File: src/pkg/bpac_consts.svh
`ifndef BPAC_CONSTS_SVH
`define BPAC_CONSTS_SVH

// Register byte offsets
`define BPAC_ADDR_CTRL      8'h00
`define BPAC_ADDR_IRQ_STAT  8'h04
`define BPAC_ADDR_IRQ_MASK  8'h08
`define BPAC_ADDR_ROW       8'h0c
`define BPAC_ADDR_COL       8'h10
`define BPAC_ADDR_PATTERN   8'h14

// Control and status field positions
`define BPAC_FP_HI          16
`define BPAC_FP_LO          15
`define BPAC_ACK_BIT        14
`define BPAC_STATE_HI       13
`define BPAC_STATE_LO       12
`define BPAC_TEN_BIT        11
`define BPAC_DIR_BIT        10
`define BPAC_ORDER_BIT      9
`define BPAC_TF_BIT         7

// Reset values
`define BPAC_FP_RST         2'h0
`define BPAC_DIR_RST        1'h0
`define BPAC_ORDER_RST      1'h0

// Fixed pattern encodings and base patterns
`define BPAC_FP_ONES        2'h0
`define BPAC_FP_ALT         2'h1
`define BPAC_FP_CHECK       2'h2
`define BPAC_PAT_ONES       8'hff
`define BPAC_PAT_ALT        8'haa
`define BPAC_PAT_CHECK      8'ha5
`define BPAC_PAT_W          8

// Instruction data source that selects the fixed pattern
`define BPAC_DSRC_FIXED     2'h2

// Interrupt event bits
`define BPAC_EV_FAIL        0
`define BPAC_EV_WRAP        1
`define BPAC_EV_N           2

`endif

File: src/pkg/bpac_pkg.sv
package bpac_pkg;

  // Controller state, encodings 0 Initial, 1 Run, 2 Suspended
  typedef enum logic [1:0] {
    BPAC_ST_INIT,
    BPAC_ST_RUN,
    BPAC_ST_SUSP
  } bpac_ctl_e;

  // Fields of the executing instruction seen by this block
  typedef struct packed {
    logic [1:0] data_source_select;
    logic       data_polarity_invert;
    logic       update_address_flag;
  } bpac_instr_s;

  // Software register port
  typedef struct packed {
    logic [7:0]  addr;
    logic [31:0] wdata;
    logic        wr;
    logic        rd;
  } bpac_reg_req_s;

  // Controller sequencing commands
  typedef struct packed {
    logic start;
    logic suspend;
    logic resume;
    logic stop;
  } bpac_ctl_cmd_s;

endpackage

File: src/design/bpac_top.sv
// Local design decisions: the placing of the registers and the plain strobed port.
`timescale 1ns/10ps
`include "bpac_consts.svh"

module bpac_top #(
  parameter int DW    = 32,
  parameter int ROW_W = 16,
  parameter int COL_W = 16
) (
  input  wire logic                   clk_i,
  input  wire logic                   srst_i,
  input  wire bpac_pkg::bpac_reg_req_s reg_req_i,
  output logic [31:0]                 reg_rdata_o,
  input  wire logic                   test_enable_i,
  input  wire logic                   bist_ack_input_i,
  input  wire bpac_pkg::bpac_ctl_cmd_s ctl_cmd_i,
  input  wire logic                   exec_i,
  input  wire bpac_pkg::bpac_instr_s  instr_i,
  input  wire logic [DW-1:0]          instr_data_i,
  input  wire logic                   cmp_i,
  input  wire logic [DW-1:0]          rd_data_i,
  output logic [DW-1:0]               mem_wdata_o,
  output logic [DW-1:0]               mem_expect_o,
  output logic [ROW_W-1:0]            row_index_o,
  output logic [COL_W-1:0]            column_index_o,
  output logic                        test_failed_o,
  output logic [1:0]                  ctl_state_o,
  output logic                        irq_o
);

  typedef struct packed {
    logic                    ten_s1;
    logic                    ten_s2;
    logic                    ack_s1;
    logic                    ack_s2;
    logic [1:0]              fp;
    logic                    dir;
    logic                    order;
    logic                    tf;
    bpac_pkg::bpac_ctl_e     ctl;
    logic [`BPAC_EV_N-1:0]   irq_stat;
    logic [`BPAC_EV_N-1:0]   irq_mask;
    logic [ROW_W-1:0]        row;
    logic [COL_W-1:0]        col;
    logic [DW-1:0]           wdata;
    logic [DW-1:0]           expect_d;
    logic [31:0]             rdata;
    logic                    irq;
  } bpac_state_s;

  bpac_state_s state_ff;
  bpac_state_s nxt_state;

  // Base pattern for a select code
  function automatic logic [`BPAC_PAT_W-1:0] bpac_base_pat(input logic [1:0] sel);
    logic [`BPAC_PAT_W-1:0] p;
    p = `BPAC_PAT_ONES;
    // reserved code falls back to all ones
    if (sel == `BPAC_FP_ALT) begin
      p = `BPAC_PAT_ALT;
    end else if (sel == `BPAC_FP_CHECK) begin
      p = `BPAC_PAT_CHECK;
    end
    return p;
  endfunction

  // One step of a row or column index
  function automatic logic [31:0] bpac_step(input logic [31:0] v, input logic up);
    logic [31:0] r;
    r = up ? v + 32'h1 : v - 32'h1;
    return r;
  endfunction

  // Index sits at the last value for the current direction
  function automatic logic bpac_at_end(input logic [31:0] v, input int w, input logic up);
    logic [31:0] lim;
    lim = up ? ((32'h1 << w) - 32'h1) : 32'h0;
    return v == lim;
  endfunction

  logic [`BPAC_PAT_W-1:0] base_pat;
  logic [DW-1:0]          rep_pat;

  // pattern chosen by the select field
  assign base_pat = bpac_base_pat(state_ff.fp);

  for (genvar gi = 0; gi < DW; gi++) begin : g_rep
    assign rep_pat[gi] = base_pat[gi % `BPAC_PAT_W];
  end

  logic        test_enable_mirror;
  logic        wr_ok;
  logic        row_end;
  logic        col_end;
  logic [31:0] row_wide;
  logic [31:0] col_wide;
  logic [31:0] row_nx;
  logic [31:0] col_nx;
  logic [DW-1:0] src_data;
  logic        fixed_sel;
  logic        mismatch;
  logic [`BPAC_EV_N-1:0] ev;
  logic [`BPAC_EV_N-1:0] clr;
  logic [31:0] ctrl_word;

  assign test_enable_mirror      = state_ff.ten_s2;
  // writes ignored while test enable is low
  assign wr_ok    = reg_req_i.wr && test_enable_mirror;
  assign row_wide = 32'(state_ff.row);
  assign col_wide = 32'(state_ff.col);
  assign row_end  = bpac_at_end(row_wide, ROW_W, state_ff.dir);
  assign col_end  = bpac_at_end(col_wide, COL_W, state_ff.dir);
  assign row_nx   = bpac_step(row_wide, state_ff.dir);
  assign col_nx   = bpac_step(col_wide, state_ff.dir);

  // fixed pattern only for data source 2'b10
  assign fixed_sel = instr_i.data_source_select == `BPAC_DSRC_FIXED;
  // polarity inversion applies to the source data
  assign src_data  = (fixed_sel ? rep_pat : instr_data_i)
                     ^ {DW{instr_i.data_polarity_invert}};

  // Compare read data against the expected word of the last instruction
  assign mismatch = cmp_i && (rd_data_i != state_ff.expect_d)
                    && (state_ff.ctl == bpac_pkg::BPAC_ST_RUN);

  // Control and status word as seen by software
  always_comb begin
    ctrl_word = 32'h0;
    ctrl_word[`BPAC_FP_HI:`BPAC_FP_LO] = state_ff.fp;
    ctrl_word[`BPAC_ACK_BIT] = state_ff.ack_s2;
    ctrl_word[`BPAC_STATE_HI:`BPAC_STATE_LO] = 2'(state_ff.ctl);
    ctrl_word[`BPAC_TEN_BIT] = test_enable_mirror;
    ctrl_word[`BPAC_DIR_BIT] = state_ff.dir;
    ctrl_word[`BPAC_ORDER_BIT] = state_ff.order;
    ctrl_word[`BPAC_TF_BIT] = state_ff.tf;
  end

  always_comb begin
    nxt_state = state_ff;
    ev  = '0;
    clr = '0;

    // Pins cross into the clock domain through two flops
    nxt_state.ten_s1 = test_enable_i;
    nxt_state.ten_s2 = state_ff.ten_s1;
    nxt_state.ack_s1 = bist_ack_input_i;
    nxt_state.ack_s2 = state_ff.ack_s1;

    // Controller sequencing, forced back to Initial while disabled
    if (!test_enable_mirror || ctl_cmd_i.stop) begin
      nxt_state.ctl = bpac_pkg::BPAC_ST_INIT;
    end else begin
      case (state_ff.ctl)
        bpac_pkg::BPAC_ST_INIT: begin
          if (ctl_cmd_i.start) begin
            nxt_state.ctl = bpac_pkg::BPAC_ST_RUN;
          end
        end
        bpac_pkg::BPAC_ST_RUN: begin
          if (ctl_cmd_i.suspend) begin
            nxt_state.ctl = bpac_pkg::BPAC_ST_SUSP;
          end
        end
        bpac_pkg::BPAC_ST_SUSP: begin
          if (ctl_cmd_i.resume) begin
            nxt_state.ctl = bpac_pkg::BPAC_ST_RUN;
          end
        end
        default: begin
          nxt_state.ctl = bpac_pkg::BPAC_ST_INIT;
        end
      endcase
    end

    // Software writes, applied before hardware so hardware wins
    if (wr_ok) begin
      if (reg_req_i.addr == `BPAC_ADDR_CTRL) begin
        nxt_state.fp = reg_req_i.wdata[`BPAC_FP_HI:`BPAC_FP_LO];
        nxt_state.dir = reg_req_i.wdata[`BPAC_DIR_BIT];
        nxt_state.order = reg_req_i.wdata[`BPAC_ORDER_BIT];
        // only software clears the fail flag
        nxt_state.tf = reg_req_i.wdata[`BPAC_TF_BIT];
      end else if (reg_req_i.addr == `BPAC_ADDR_IRQ_STAT) begin
        clr = reg_req_i.wdata[`BPAC_EV_N-1:0];
      end else if (reg_req_i.addr == `BPAC_ADDR_IRQ_MASK) begin
        nxt_state.irq_mask = reg_req_i.wdata[`BPAC_EV_N-1:0];
      end else if (reg_req_i.addr == `BPAC_ADDR_ROW) begin
        nxt_state.row = reg_req_i.wdata[ROW_W-1:0];
      end else if (reg_req_i.addr == `BPAC_ADDR_COL) begin
        nxt_state.col = reg_req_i.wdata[COL_W-1:0];
      end
    end

    // Instruction execution, only while running and enabled
    if (exec_i && test_enable_mirror && state_ff.ctl == bpac_pkg::BPAC_ST_RUN) begin
      nxt_state.wdata    = src_data;
      nxt_state.expect_d = src_data;
      if (instr_i.update_address_flag) begin
        if (!state_ff.order) begin
          // column fast, row follows a column wrap
          nxt_state.col = col_nx[COL_W-1:0];
          if (col_end) begin
            nxt_state.row = row_nx[ROW_W-1:0];
          end
        end else begin
          // row fast, column follows a row wrap
          nxt_state.row = row_nx[ROW_W-1:0];
          if (row_end) begin
            nxt_state.col = col_nx[COL_W-1:0];
          end
        end
        ev[`BPAC_EV_WRAP] = row_end && col_end;
      end
    end

    // a failed comparison sets the flag, set wins over a clear
    if (mismatch) begin
      nxt_state.tf = 1'b1;
      ev[`BPAC_EV_FAIL] = 1'b1;
    end

    // Sticky events, a new event beats a same-cycle clear
    nxt_state.irq_stat = (state_ff.irq_stat & ~clr) | ev;
    nxt_state.irq = |(nxt_state.irq_stat & nxt_state.irq_mask);

    // Read data valid in the cycle after the strobe only
    nxt_state.rdata = 32'h0;
    if (reg_req_i.rd) begin
      if (reg_req_i.addr == `BPAC_ADDR_CTRL) begin
        nxt_state.rdata = ctrl_word;
      end else if (reg_req_i.addr == `BPAC_ADDR_IRQ_STAT) begin
        nxt_state.rdata = 32'(state_ff.irq_stat);
      end else if (reg_req_i.addr == `BPAC_ADDR_IRQ_MASK) begin
        nxt_state.rdata = 32'(state_ff.irq_mask);
      end else if (reg_req_i.addr == `BPAC_ADDR_ROW) begin
        nxt_state.rdata = row_wide;
      end else if (reg_req_i.addr == `BPAC_ADDR_COL) begin
        nxt_state.rdata = col_wide;
      end else if (reg_req_i.addr == `BPAC_ADDR_PATTERN) begin
        nxt_state.rdata = 32'(base_pat);
      end
    end
  end

  always_ff @(posedge clk_i) begin
    if (srst_i) begin
      state_ff          <= '0;
      state_ff.fp       <= `BPAC_FP_RST;
      state_ff.dir      <= `BPAC_DIR_RST;
      state_ff.order    <= `BPAC_ORDER_RST;
      state_ff.ctl      <= bpac_pkg::BPAC_ST_INIT;
    end else begin
      state_ff <= nxt_state;
    end
  end

  assign reg_rdata_o    = state_ff.rdata;
  assign mem_wdata_o    = state_ff.wdata;
  assign mem_expect_o   = state_ff.expect_d;
  assign row_index_o    = state_ff.row;
  assign column_index_o = state_ff.col;
  assign test_failed_o  = state_ff.tf;
  assign ctl_state_o    = 2'(state_ff.ctl);
  assign irq_o          = state_ff.irq;

endmodule

File: config.mk
export PLATFORM = sky130hd
export DESIGN_NAME = bpac_top
export DESIGN_NICKNAME = d
export VERILOG_FILES = /design/src/pkg/bpac_pkg.sv /design/src/design/bpac_top.sv
export VERILOG_INCLUDE_DIRS = /design/src /design/src/pkg
export SDC_FILE = /design/constraint.sdc
export NUM_CORES = 1
export LEC_CHECK = 0
export BUFFER_PORTS_ARGS = -buffer_cell sky130_fd_sc_hd__clkbuf_2
export CAP_MARGIN = 10
export CORE_ASPECT_RATIO = 0.9
export CORE_MARGIN = 2
export CORE_UTILIZATION = 46
export CTS_CLUSTER_SIZE = 12
export DETAILED_ROUTE_END_ITERATION = 10
export PLACE_DENSITY = 0.84
export SLEW_MARGIN = 20
export SYNTH_ARGS = -nofsm -noshare
export SYNTH_HDL_FRONTEND = slang
export SYNTH_SLANG_ARGS = --single-unit
File: constraint.sdc
create_clock -name clk_i -period 3.4 [get_ports clk_i]
set_clock_uncertainty 0.2 [all_clocks]
set_input_delay 0.17 -clock clk_i [delete_from_list [all_inputs] [get_ports clk_i]]
set_output_delay 0.17 -clock clk_i [all_outputs]
set_load 0.02 [all_outputs]
==> flow_metrics.py <==
metrics = {
    "grt": {
        "overflow": 0,
        "antenna_found_initial": 1,
        "grt_util_all_layers_pct": 25.2,
        "grt_max_degree": 80,
        "grt_pass1_vias": 6159,
        "grt_pass1_wl_um": 32700,
    },
    "synth": {
        "async_flop_share_pct": 0,
        "synth.distinct_cells": 65,
        "ys.flop_type": "dfxtp_1",
        "synth.area.top_cells": "dfxtp_1 27%, buf_4 14%, xnor2_1 9.2%, a21oi_1 6.5%, nand2_1 6.1%",
        "yosysTopAreaCellShare_pct": 26.8,
        "ys_seq_elements": 97,
        "avgSynthCellArea_um2": 7.88,
        "yosysWarnings": 0,
        "synth_area_leader_cell": "dfxtp_1",
        "syn_area_um2": 7240,
        "seq_area_frac_synth_pct": 26.8,
        "synthCells": 919,
        "synth_edf_count": 0,
    },
    "worst_hold_path": {
        "hold_class": "input port to flop",
        "worstHoldStart": "instr_data_i[22]",
        "min_to": "mem_expect_o[22]$_SDFFE_PP0P_",
        "whs_path_depth": 5,
    },
    "critical_path": {
        "setup.worst_path.end_class": "flop",
        "rrSetupSlack_ps": 170,
        "rr_startpoint": "ctrl_word[10]$_SDFFE_PP0P_",
        "cp.required_ps": 3390,
        "regToRegEndpoint": "row_index_o[9]$_SDFF_PP0_",
        "arrival_ps": 3210,
        "path_class": "flop to flop",
        "critPathLaunchType": "flop",
        "path_max_fanout": 19,
        "r2r_cells": 10,
    },
    "detailed_routing": {
        "num_vias": 6988,
        "via_per_inst": 5.64,
        "drt_iter0_markers": 730,
        "first_pass_iters": 7,
        "wl_per_cell_um": 17.9,
        "final_antenna_net_count": 0,
        "drt_wl_total_um": 22200,
        "drcViolationCount": 0,
    },
    "placed_design": {
        "dp_hpwl_um": 16600,
        "portBuffers": 221,
        "place_congestion": 0.947,
        "dp_slack_ps": 291,
    },
    "die": {
        "initial_utilization_pct": 47.1,
        "pin_count": 252,
        "coreArea_um2": 15400,
        "num_rows": 43,
        "die_h_um": 123,
        "die_area_um2": 16800,
        "die_w_um": 136,
    },
    "cts": {
        "cts_buffers": 9,
        "clk_pin_slew_worst_paths_ps": 80,
        "clock_path_buffers": 2,
        "clk_latency_ps": 350,
        "cts_tree": "built",
        "clk_root_buffer_cell": "clkbuf_16",
        "cts_max_level": 3,
        "clock_sinks": 97,
        "post-cts-setup-buffer-count": 0,
    },
    "power_and_ir_drop": {
        "p_leak_nw": 3.50,
        "pwr-share-seq_pct": 45.7,
        "ir_drop_v": 0.000231,
        "power_mw": 2.50,
        "p_clk_share_pct": 43.5,
        "powerDensity_nw_per_um2": 306,
        "p_int_mw": 1.85,
        "power_switching_mw": 0.648,
        "switching_share_pct": 26.0,
        "comb_power_share_pct": 10.8,
    },
    "timing": {
        "finalSetupViolCount": 0,
        "max_clock_freq_mhz": 310,
        "rsz0062_at_grt": "false",
        "worst_pin_slew_ps": 1040,
        "hold_violations": 0,
        "fin_crit_ps": 3230,
        "drv_slew": 0,
        "final.period_utilization_pct": 94.9,
        "finalSetupTns_ps": 0,
        "relSlewSlack_pct": 30.6,
        "timing.final.ws_setup_ps": 174,
    },
    "cells_and_area": {
        "area_growth_pct": 12.8,
        "nNetsFinal": 1183,
        "utilization_pct": 53.1,
        "fillers": 1438,
        "drive_gt1_share_pct": 25.5,
    },
    "flow_run": {
        "drv_cap": 0,
    },
    "status": {
        "outcome": "finished clean",
    },
}
[timing repair]
item	CTS	global route
gates resized for setup	0	1
hold buffers	25	0
endpoints found under the setup margin	0	2
endpoints found under the hold margin	28	0
[worst max-delay path, cell delays in order, from the launching register on]
cell and delay [ps]:
dfxtp_1 330, inv_1 150, buf_4 270, ha_1 390
and3_1 170, nand3_1 90, a2111oi_2 480, o21bai_1 280
buf_4 280, nor3_1 300, a311oi_1 120
[metrics by stage]
step	hold slack (ps)	area (um2)	std cells
2_1_floorplan	48.5	7290	933
3_3_place_gp	166	7600	1197
3_5_place_dp	171	7600	1197
4_1_cts	6.76	8160	1238
5_1_grt	29.8	8170	1239
6_report	24.9	8170	1239
[power groups by stage]
stage / clock network (mW) / registers (mW) / logic [mW]
2_1_floorplan: 0 / 1.17 / 0.155
3_3_place_gp: 0 / 1.17 / 0.238
3_5_place_dp: 0 / 1.17 / 0.241
4_1_cts: 1.10 / 1.14 / 0.265
5_1_grt: 1.15 / 1.14 / 0.289
6_report: 1.09 / 1.14 / 0.270
[worst max path at each step]
stage                               start                            end  slack [ps]
3_5_place_dp   ctrl_word[10]$_SDFFE_PP0P_   column_index_o[2]$_SDFF_PP0_         290
3_3_place_gp   ctrl_word[10]$_SDFFE_PP0P_   column_index_o[0]$_SDFF_PP0_         380
2_1_floorplan  ctrl_word[10]$_SDFFE_PP0P_     row_index_o[15]$_SDFF_PP0_         180
6_report       ctrl_word[10]$_SDFFE_PP0P_      row_index_o[9]$_SDFF_PP0_         170
4_1_cts        ctrl_word[10]$_SDFFE_PP0P_   column_index_o[0]$_SDFF_PP0_         260
5_1_grt        ctrl_word[10]$_SDFFE_PP0P_  column_index_o[14]$_SDFF_PP0_          60
[synthesized netlist by cell type, drive strengths merged (4+ instances only)]
| cell | number |
|---|---|
| a2111oi | 8 |
| a222oi | 4 |
| and2 | 4 |
| nand2b | 10 |
| a21oi | 94 |
| or3 | 12 |
| o21bai | 6 |
| nand4 | 11 |
| xnor2 | 76 |
| a31o | 5 |
| a311oi | 7 |
| o21ai | 37 |
| nand2 | 117 |
| and3 | 11 |
| dfxtp | 97 |
| a31oi | 6 |
| clkbuf | 36 |
| ha | 30 |
| mux2i | 18 |
| a21o | 14 |
| nor4 | 7 |
| inv | 18 |
| buf | 139 |
| a211oi | 24 |
| nor3 | 4 |
| nand3 | 18 |
| a22oi | 9 |
| nor2 | 42 |
| nor2b | 15 |
[final cells by class]
cell class	count	area, um2	area share (%)
inverter	18	67.6	0.827
antenna	1	2.50	0.0306
clock buffer	9	225	2.76
multi-input combinational	643	4120	50.4
clock inverter	7	86.3	1.06
sequential	97	1940	23.8
timing repair buffer	262	1480	18.1
tap	202	253	3.09
[sequential cells by signal (all words and copies together) (netlist names)]
signal	flops
mem_expect_o	32
reg_rdata_o	17
column_index_o	16
row_index_o	16
ctrl_word	5
state_ff	4
ctl_state_o	2
nxt_state	2
irq_o	1
test_enable_mirror	1
test_failed_o	1
[cell usage in the layout, fill, tap and decap left out, types with 3 or more instances in the layout]
cell type      netlist  routed
clkbuf_2             0     221
nand2_1            117     117
dfxtp_1             97      97
a21oi_1             94      94
xnor2_1             76      76
nor2_1              42      42
ha_1                30      30
o21ai_0             27      27
dlygate4sd3_1        0      25
a211oi_1            24      24
inv_1               18      18
nand3_1             18      18
mux2i_1             18      18
buf_4              131      16
nor2b_1             15      15
conb_1               1      15
a21o_1              14      13
or3_1               12      12
nand4_1             11      11
nand2b_1            10      10
and3_1              10      10
o21ai_1             10      10
a22oi_1              9       9
clkbuf_16            0       9
o21bai_1             6       6
a311oi_1             6       6
a2111oi_0            6       6
a31oi_1              6       6
nor4_1               5       5
a31o_1               4       4
nor3_1               4       4
and2_1               4       4
a222oi_1             4       4
a221oi_1             3       3
o21a_1               3       3
a211o_1              3       3
nor3b_1              3       3
[layer usage]
layer | up-vias | track usage (%) | routed length [um]
met5 | - | 0 | 0
met4 | 0 | 10.2 | 618
met3 | 50 | 5.58 | 2190
met2 | 378 | 38.4 | 9860
met1 | 3259 | 34.6 | 9540
li1 | 3301 | - | -
[cell families after synthesis]
family	synth area share, %
xor gates and xnor gates	9.31
DFF	26.8
other	0.0518
and+or+nand+nor	17.5
buffers and inverters	17.1
AOI/OAI and AO/OA	20.9
adders and majority gates	5.74
muxes	2.64
(Power assumes the default switching activity.)
